<file path="config.mk">
export PLATFORM = sky130hd
export DESIGN_NAME = atcp_ctrl_port
export DESIGN_NICKNAME = d
export VERILOG_FILES = /design/src/pkg/atcp_pkg.sv /design/src/design/atcp_ctrl_port.sv /design/src/design/atcp_sync.sv
export VERILOG_INCLUDE_DIRS = /design/src /design/src/pkg
export SDC_FILE = /design/constraint.sdc
export NUM_CORES = 1
export LEC_CHECK = 0
export ABC_CLOCK_PERIOD_IN_PS = 2400
export BUFFER_PORTS_ARGS = -buffer_cell sky130_fd_sc_hd__buf_2
export CORE_MARGIN = 10
export CORE_UTILIZATION = 55
export CTS_BUF_LIST = sky130_fd_sc_hd__clkbuf_4
export CTS_CLUSTER_DIAMETER = 100
export DETAILED_ROUTE_END_ITERATION = 10
export GPL_ROUTABILITY_DRIVEN = 0
export PLACE_DENSITY = 0.77
export SYNTH_ARGS = -nofsm -noshare
export SYNTH_HDL_FRONTEND = slang
export SYNTH_SLANG_ARGS = --single-unit
</file>
<file path="constraint.sdc">
create_clock -name i_sys_clk -period 2.4 [get_ports i_sys_clk]
set_clock_uncertainty 0.05 [all_clocks]
set_input_delay 0.48 -clock i_sys_clk [delete_from_list [all_inputs] [get_ports i_sys_clk]]
set_output_delay 0.48 -clock i_sys_clk [all_outputs]
set_load 0.02 [all_outputs]
</file>
<file path="src/pkg/atcp_defs.svh">
`ifndef ATCP_DEFS_SVH
`define ATCP_DEFS_SVH
// Notes on behaviour
// Software mode: bypass 0 feeds line driver from encoder, 1 from external input.
// Hardware mode always feeds the line driver from the internal encoder.
// Line outputs held low during any reset and while powered down.
// Output-disable bit 1 grounds line outputs; resets to 0. Code honours it in software mode only.
// Host holds chip select low for a whole transfer.
// Serial output high impedance when chip select high or not reading.
// Input sampled on serial clock rise, output changed on fall.
// Every byte travels most significant bit first.
// 16-bit header: direction bit, step bit, 6-bit address, then spare byte.
// Second header byte is ignored entirely.
// Auto-increment adds one when step is 0, two when step is 1.
// Write data follows header; chip select kept low writes following addresses.
// Read data shifts out right after header; continues while select low.
// Power control bit 3 is software reset, holds device reset; resets 0.
// Block-start direction bit: 0 pin input, 1 pin output; resets 0. Code drives the pin in software mode only.
// Validity flag sent from register bit; 1 marks invalid data; resets 0.
// Mute bit 1 sends all-zero audio in both subframes; resets 0.
// Mono bit: 0 stereo, 1 mono; resets 0.
// Channel pick selects status, audio or both source per mono/shared bits.
// Shared status 0 sends own status per subframe; 1 sends picked channel.
// Power-down bit resets to 1; when 1 device powered down, outputs grounded.
// Clock-rate bits: 00=128, 01=256 reset, 10=384, 11=512 times sample rate.

// Register offsets
`define ATCP_REG_FACTORY 6'h00
`define ATCP_REG_TXCTL 6'h01
`define ATCP_REG_PWRCLK 6'h02
`define ATCP_REG_ASPCTL 6'h03

// Transmitter control fields
`define ATCP_TX_BLS_DIR 0
`define ATCP_TX_VALID 1
`define ATCP_TX_MUTE 2
`define ATCP_TX_BYPASS 3
`define ATCP_TX_MONO 4
`define ATCP_TX_PICK 5
`define ATCP_TX_SHARED 6
`define ATCP_TX_OFF 7

// Power and clock fields
`define ATCP_PC_PDN 0
`define ATCP_PC_CLK_LO 1
`define ATCP_PC_SWRST 3

// Reset values
`define ATCP_TXCTL_RST 8'h00
`define ATCP_PWRCLK_RST 8'h03
`define ATCP_ASPCTL_RST 8'h00
`define ATCP_PWRCLK_MASK 8'h0F

// Serial framing
`define ATCP_HDR_BITS 16
`define ATCP_BYTE_BITS 8
`endif

</file>
<file path="src/pkg/atcp_pkg.sv">
package atcp_pkg;
  // Port sequencing phase
  typedef enum logic [1:0] {
    ATCP_IDLE,
    ATCP_HDR,
    ATCP_DATA
  } atcp_phase_t;

  // Synchronised serial pins
  typedef struct packed {
    logic cs_n;
    logic clk;
    logic din;
  } atcp_pins_t;

  // Decoded transmitter settings
  typedef struct packed {
    logic line_output_disable;
    logic shared_status_select;
    logic channel_pick;
    logic mono;
    logic bypass;
    logic mute;
    logic validity_flag;
    logic block_start_pin_dir;
  } atcp_txctl_t;

  // Audio and status routing to the encoder
  typedef struct packed {
    logic mute_audio;
    logic mono_audio;
    logic audio_from_right;
    logic shared_status;
    logic status_from_right;
    logic validity;
    logic [1:0] clk_ratio;
  } atcp_route_t;
endpackage : atcp_pkg

</file>
<file path="src/design/atcp_ctrl_port.sv">
`include "atcp_defs.svh"

// Serial control port and transmitter control registers
module atcp_ctrl_port (
  // Clock and reset
  input wire logic i_sys_clk,
  input wire logic i_rst,
  // Mode strap: high selects software mode
  input wire logic i_sw_mode,
  // Serial control pins
  input wire logic i_cs_n,
  input wire logic i_ctrl_serial_clock,
  input wire logic i_ctrl_serial_in,
  output logic o_ctrl_serial_out,
  output logic o_ctrl_serial_out_oe,
  // Encoded sources for the line driver
  input wire logic i_encoder_bit,
  input wire logic i_external_encoded_in,
  // Line driver outputs
  output logic o_line_pos,
  output logic o_line_neg,
  // Audio serial port settings for the encoder path
  output logic [7:0] o_asp_ctrl,
  // Block start pin direction and routing
  output logic o_block_start_pin_oe,
  output atcp_pkg::atcp_route_t o_route,
  // Core reset and power state
  output logic o_core_reset,
  output logic o_powered_down
);
  // Complete module state
  typedef struct packed {
    atcp_pkg::atcp_phase_t phase;
    logic clk_prev;
    logic [4:0] bit_cnt;
    logic [7:0] shreg;
    logic [7:0] out_byte;
    logic rd;
    logic step;
    logic [5:0] addr;
    logic [7:0] txctl;
    logic [7:0] pwrclk;
    logic [7:0] aspctl;
    logic sdo;
    logic sdo_oe;
    logic line_pos;
    logic line_neg;
    logic bls_oe;
    atcp_pkg::atcp_route_t route;
    logic core_reset;
    logic power_down_bit;
  } atcp_state_t;

  atcp_state_t q;
  atcp_state_t d;
  atcp_pkg::atcp_pins_t pins;
  atcp_pkg::atcp_txctl_t tx;
  logic rise;
  logic fall;
  logic [7:0] shifted;
  logic [5:0] next_addr;
  logic src_bit;
  logic line_off;
  logic [1:0] strap_pins;
  logic sw_mode;
  logic ext_in;

  // Pins cross into the system clock before any use
  atcp_sync #(
    .WIDTH(3)
  ) u_sync (
    .i_sys_clk(i_sys_clk),
    .i_rst(i_rst),
    .i_async({i_cs_n, i_ctrl_serial_clock, i_ctrl_serial_in}),
    .o_sync(pins)
  );

  // Mode strap and external encoded stream are pins too
  atcp_sync #(
    .WIDTH(2)
  ) u_strap_sync (
    .i_sys_clk(i_sys_clk),
    .i_rst(i_rst),
    .i_async({i_sw_mode, i_external_encoded_in}),
    .o_sync(strap_pins)
  );
  assign sw_mode = strap_pins[1];
  assign ext_in = strap_pins[0];

  // Register read decode, used for first and later read bytes
  function automatic logic [7:0] reg_read(
    input logic [5:0] a,
    input logic [7:0] txc,
    input logic [7:0] pc,
    input logic [7:0] asp
  );
    logic [7:0] v;
    v = 8'h00;
    case (a)
      `ATCP_REG_TXCTL: v = txc;
      `ATCP_REG_PWRCLK: v = pc & `ATCP_PWRCLK_MASK;
      `ATCP_REG_ASPCTL: v = asp;
      default: v = 8'h00; // Factory and unmapped read zero
    endcase
    return v;
  endfunction : reg_read

  // Edge detection on the synchronised serial clock
  assign rise = pins.clk & ~q.clk_prev;
  assign fall = ~pins.clk & q.clk_prev;
  assign shifted = {q.shreg[6:0], pins.din};
  assign next_addr = q.addr + (q.step ? 6'h02 : 6'h01);
  assign tx = atcp_pkg::atcp_txctl_t'(q.txctl);

  // Line driver source selection
  always_comb begin
    // Hardware mode ignores the bypass setting
    src_bit = (sw_mode && tx.bypass) ? ext_in : i_encoder_bit;
    line_off = q.core_reset || q.power_down_bit || (sw_mode && tx.line_output_disable);
  end

  // Next-state logic for the port and registers
  always_comb begin
    d = q;
    d.clk_prev = pins.clk;
    // Deselect aborts any partial transfer
    if (pins.cs_n) begin
      d.phase = atcp_pkg::ATCP_IDLE;
      d.bit_cnt = 5'h00;
      d.sdo_oe = 1'b0;
    end else begin
      if (q.phase == atcp_pkg::ATCP_IDLE) begin
        d.phase = atcp_pkg::ATCP_HDR;
      end
      if (rise) begin
        d.shreg = shifted;
        d.bit_cnt = q.bit_cnt + 5'h01;
        if (q.phase != atcp_pkg::ATCP_DATA) begin
          // First header byte carries direction, step, address
          if (q.bit_cnt == 5'h07) begin
            d.rd = shifted[7];
            d.step = shifted[6];
            d.addr = shifted[5:0];
          end
          // Second header byte is discarded
          if (q.bit_cnt == 5'(`ATCP_HDR_BITS - 1)) begin
            d.phase = atcp_pkg::ATCP_DATA;
            d.bit_cnt = 5'h00;
            d.out_byte = reg_read(q.addr, q.txctl, q.pwrclk, q.aspctl);
          end
        end else if (q.bit_cnt == 5'(`ATCP_BYTE_BITS - 1)) begin
          d.bit_cnt = 5'h00;
          if (!q.rd) begin
            // Write lands on current address then steps
            case (q.addr)
              `ATCP_REG_TXCTL: d.txctl = shifted;
              `ATCP_REG_PWRCLK: d.pwrclk = shifted & `ATCP_PWRCLK_MASK;
              `ATCP_REG_ASPCTL: d.aspctl = shifted;
              default: d.txctl = q.txctl;
            endcase
            d.addr = next_addr;
          end else begin
            d.addr = next_addr;
            d.out_byte = reg_read(next_addr, q.txctl, q.pwrclk, q.aspctl);
          end
        end
      end
      // Output changes on falling edge, MSB first
      if (fall && q.phase == atcp_pkg::ATCP_DATA && q.rd) begin
        d.sdo_oe = 1'b1;
        d.sdo = q.out_byte[3'(7 - q.bit_cnt[2:0])];
      end
    end
    // Software reset restores transmitter and audio port registers but leaves power control
    if (q.pwrclk[`ATCP_PC_SWRST]) begin
      d.txctl = `ATCP_TXCTL_RST;
      d.aspctl = `ATCP_ASPCTL_RST;
    end
    d.core_reset = q.pwrclk[`ATCP_PC_SWRST];
    d.power_down_bit = q.pwrclk[`ATCP_PC_PDN];
    // Grounded outputs during reset, power-down, software-mode disable
    d.line_pos = line_off ? 1'b0 : src_bit;
    d.line_neg = line_off ? 1'b0 : ~src_bit;
    d.bls_oe = sw_mode && tx.block_start_pin_dir;
    d.route.mute_audio = tx.mute;
    d.route.mono_audio = tx.mono;
    d.route.audio_from_right = tx.mono && tx.channel_pick;
    d.route.shared_status = tx.shared_status_select;
    d.route.status_from_right = tx.shared_status_select
      && tx.channel_pick;
    d.route.validity = tx.validity_flag;
    d.route.clk_ratio = q.pwrclk[`ATCP_PC_CLK_LO +: 2];
  end

  // Single state register; reset values for all fields
  always_ff @(posedge i_sys_clk) begin
    if (i_rst) begin
      q <= '0;
      q.phase <= atcp_pkg::ATCP_IDLE;
      q.clk_prev <= 1'b1;
      q.txctl <= `ATCP_TXCTL_RST;
      q.pwrclk <= `ATCP_PWRCLK_RST;
      q.aspctl <= `ATCP_ASPCTL_RST;
      q.core_reset <= 1'b1;
      q.power_down_bit <= 1'b1;
    end else begin
      q <= d;
    end
  end

  // Outputs straight from the state register
  assign o_ctrl_serial_out = q.sdo;
  assign o_ctrl_serial_out_oe = q.sdo_oe;
  assign o_line_pos = q.line_pos;
  assign o_line_neg = q.line_neg;
  assign o_asp_ctrl = q.aspctl;
  assign o_block_start_pin_oe = q.bls_oe;
  assign o_route = q.route;
  assign o_core_reset = q.core_reset;
  assign o_powered_down = q.power_down_bit;
endmodule : atcp_ctrl_port

</file>
<file path="src/design/atcp_sync.sv">
// Two-stage synchroniser for a group of pins
module atcp_sync #(
  parameter int WIDTH = 3
) (
  // Clock and reset
  input wire logic i_sys_clk,
  input wire logic i_rst,
  // Asynchronous inputs and synchronised outputs
  input wire logic [WIDTH-1:0] i_async,
  output logic [WIDTH-1:0] o_sync
);
  typedef struct packed {
    logic [WIDTH-1:0] meta;
    logic [WIDTH-1:0] stable;
  } atcp_sync_state_t;

  atcp_sync_state_t state_q;
  atcp_sync_state_t state_d;

  // First stage feeds only the second stage
  always_comb begin
    state_d.meta = i_async;
    state_d.stable = state_q.meta;
  end

  // Idle pins reset high so chip select reads deselected
  always_ff @(posedge i_sys_clk) begin
    if (i_rst) begin
      state_q <= '1;
    end else begin
      state_q <= state_d;
    end
  end

  assign o_sync = state_q.stable;
endmodule : atcp_sync

</file>
==> results.cfg <==
[die]
row_count = 29
fp.dieH_microns = 100
initial_core_util = 0.562
dieArea_sq_um = 10100
coreArea_sq_um = 6310
die_width_microns = 100
ioPinCount = 31

[yosys]
ys_top_cells_by_area = dfxtp_1, mux2i_1, nor2_1
syn_nets = 379
yosys.area.top_type = dfxtp_1
synth-edff-count = 0
syn_area_sq_um = 3550
synth_top_area_frac = 0.429
synth_ff_type = dfxtp_1
synth_common_cells = dfxtp_1, nor2_1, mux2i_1
syn_inst = 365
async_flop_share = 0
synthMostInstantiatedCell = dfxtp_1
synth.avg_cell_area_sq_um = 9.71
synth.ff_latch_count = 76
synth_seq_area_share = 0.429
ys_types = 55
ys_warn_count = 0

[final_layout]
nets = 398
area_growth_syn_to_layout_pct = 8.05
fillers = 537
finalInstanceArea_sq_um = 3830
instances_no_fill = 466
seq_area_sq_um = 1520
drive_gt1_frac = 0.257
fin_util = 0.607
n_antenna_cell = 0
multi_input_area_sq_um = 1760

[sta]
hold_violations = 0
fmax_mhz = 439
whs_ns = 0.184
setup_viol = 0
min_period_over_period = 0.949
tightestPinTransition_ns = 0.648
maxSlewViolCount = 0
final.min_clock_period_ns = 2.28
relSlewSlack = 0.564

[worst_setup_path]
critPathLaunch = q[45]$_SDFFE_PP0P_
r2r_end = q[48]$_SDFFE_PP0P_
crit_path_max_fanout = 3
worstPathBufferInverterCount = 2
path_cells = inv_2 > ha_2 > inv_1 > fa_1 > mux2_2 > a22o_1 > a311oi_1 > nor3_1
cp_top_family = adder cells
worst_path_largest_cell_delay_ns = 0.50
worst_ep_arrival_time_ns = 2.50
reg2reg_depth = 8
reg2reg_from = q[45]$_SDFFE_PP0P_
cp.required_ns = 2.62
crit_type = reg2reg
crit_path_end_kind = flop
slowest_stage = fa_1
startpoint_type = flop
reg2reg_slack_ns = 0.12

[drt]
drc = 0
viasPerCell = 5.64
vias = 2626
wl_per_cell_microns = 16.7
drtPass1Iterations = 4
drtIter0Drc = 223
totalWireLength_microns = 7780
ant_nets = 0

[global_routing]
grt_pass1_vias = 2576
track_usage = 0.159
grt_first_pass_wirelength_microns = 13000
grt_max_degree = 38
grt-ovfl-total = 0
antenna_found_initial = 0

[pwr]
p_leak_nw = 1.61
power.density_nw_per_um2 = 581
ir_drop_uv = 559

[clock_network]
insertion_delay_ns = 0.42
cts-root-buf = clkbuf_4
clk_path_buf_depth = 2
cts_tree = built
cts_resized = 0
clkSlewWorstSetupHoldPaths_ns = 0.13
cts_made_buffers = 9
cts_max_level = 3
cts_setup_buffers = 0
postCtsHoldBufs = 0
cts.sink_count = 76

[min_path]
holdPathStages = 2
min_from = i_ctrl_serial_in
holdPathEnd = u_sync.state_d[0]$_SDFF_PP1_
min_path_type = in2reg

[placed_design]
place_area_sq_um = 3640
dp_cells = 450
io_buffers = 30
dp_hpwl_microns = 5510

[outcome]
status = complete, no violations

[run]
maxCapViolations = 0
[worst register-to-register path, cell delays in order (launching register included)]
cell      delay, ns
dfxtp_2        0.36
inv_2          0.07
ha_2           0.17
inv_1          0.05
fa_1           0.50
mux2_2         0.33
a22o_1         0.18
a311oi_1       0.34
nor3_1         0.10
[worst max path at each step]
stage / cells after the start / end
4_1_cts: 9 / q[47]$_SDFFE_PP0P_
5_1_grt: 8 / q[48]$_SDFFE_PP0P_
3_5_place_dp: 9 / q[47]$_SDFFE_PP0P_
6_report: 8 / q[48]$_SDFFE_PP0P_
3_3_place_gp: 9 / q[47]$_SDFFE_PP0P_
2_1_floorplan: 8 / q[48]$_SDFFE_PP0P_
[kinds of logic (layout without fill, tap and decap cells)]
group,Yosys count,count (layout),synth area share
buf+inv,42,66,0.0794
flops,76,76,0.429
compound gates,51,51,0.107
simple gates,144,144,0.222
mux,44,44,0.134
xor+xnor,2,2,0.00494
fa+ha+maj,6,6,0.0233
[routing by layer]
metal / global-route usage / vias up / wire length, microns
met2: 0.240 / 82 / 3660
li1: - / 1308 / -
met3: 0.0433 / 10 / 528
met1: 0.214 / 1226 / 3500
met4: 0.0522 / 0 / 87
met5: 0 / - / 0
[cells in the final DEF (no fill, tap or decap), types with 3 or more instances in the layout]
master,count
dfxtp_1,74
mux2_2,9
nor2b_1,14
a311oi_1,5
buf_2,30
nand2_1,16
a21oi_1,11
mux2i_1,33
inv_1,4
ha_1,4
or2_2,13
a22oi_1,5
nor3_1,10
a211oi_1,6
buf_4,15
nand3_1,8
nor2_1,57
a211o_1,3
clkbuf_4,10
a22o_1,4
[where the power goes]
| group | switching [mW] | leakage [nW] | internal (mW) | total [mW] |
|---|---|---|---|---|
| Clock | 0.456 | 0.0916 | 0.445 | 0.901 |
| Sequential | 0.00496 | 0.616 | 1.27 | 1.28 |
| Combinational | 0.0302 | 0.902 | 0.0178 | 0.0480 |
[layout make-up]
cell class / instances / area share
Tap cell: 77 / 0.0251
Timing Repair Buffer: 45 / 0.0686
Sequential cell: 76 / 0.398
Multi-Input combinational cell: 247 / 0.459
Clock buffer: 10 / 0.0196
Inverter: 5 / 0.00490
Clock inverter: 6 / 0.0248
[flip-flops by register name, summed over array words and instances (netlist names)]
register	flops
o_route	8
u_strap_sync.o_sync	2
o_line_pos	1
o_powered_down	1
tx	8
o_ctrl_serial_out	1
o_ctrl_serial_out_oe	1
u_sync.o_sync	3
o_block_start_pin_oe	1
u_sync.state_d	3
u_strap_sync.state_d	2
q	31
o_core_reset	1
o_line_neg	1
o_asp_ctrl	8
d	4
[through the flow]
stage               power [mW]  TNS [ns]  setup slack, ns
floorplan                 1.34         0           0.0728
detailed placement        1.35         0            0.104
global placement          1.35         0            0.193
finish                    2.23         0            0.122
CTS                       2.25         0           0.0927
global route              2.31  -0.00975         -0.00975
Power figures use the tool's default switching activity.
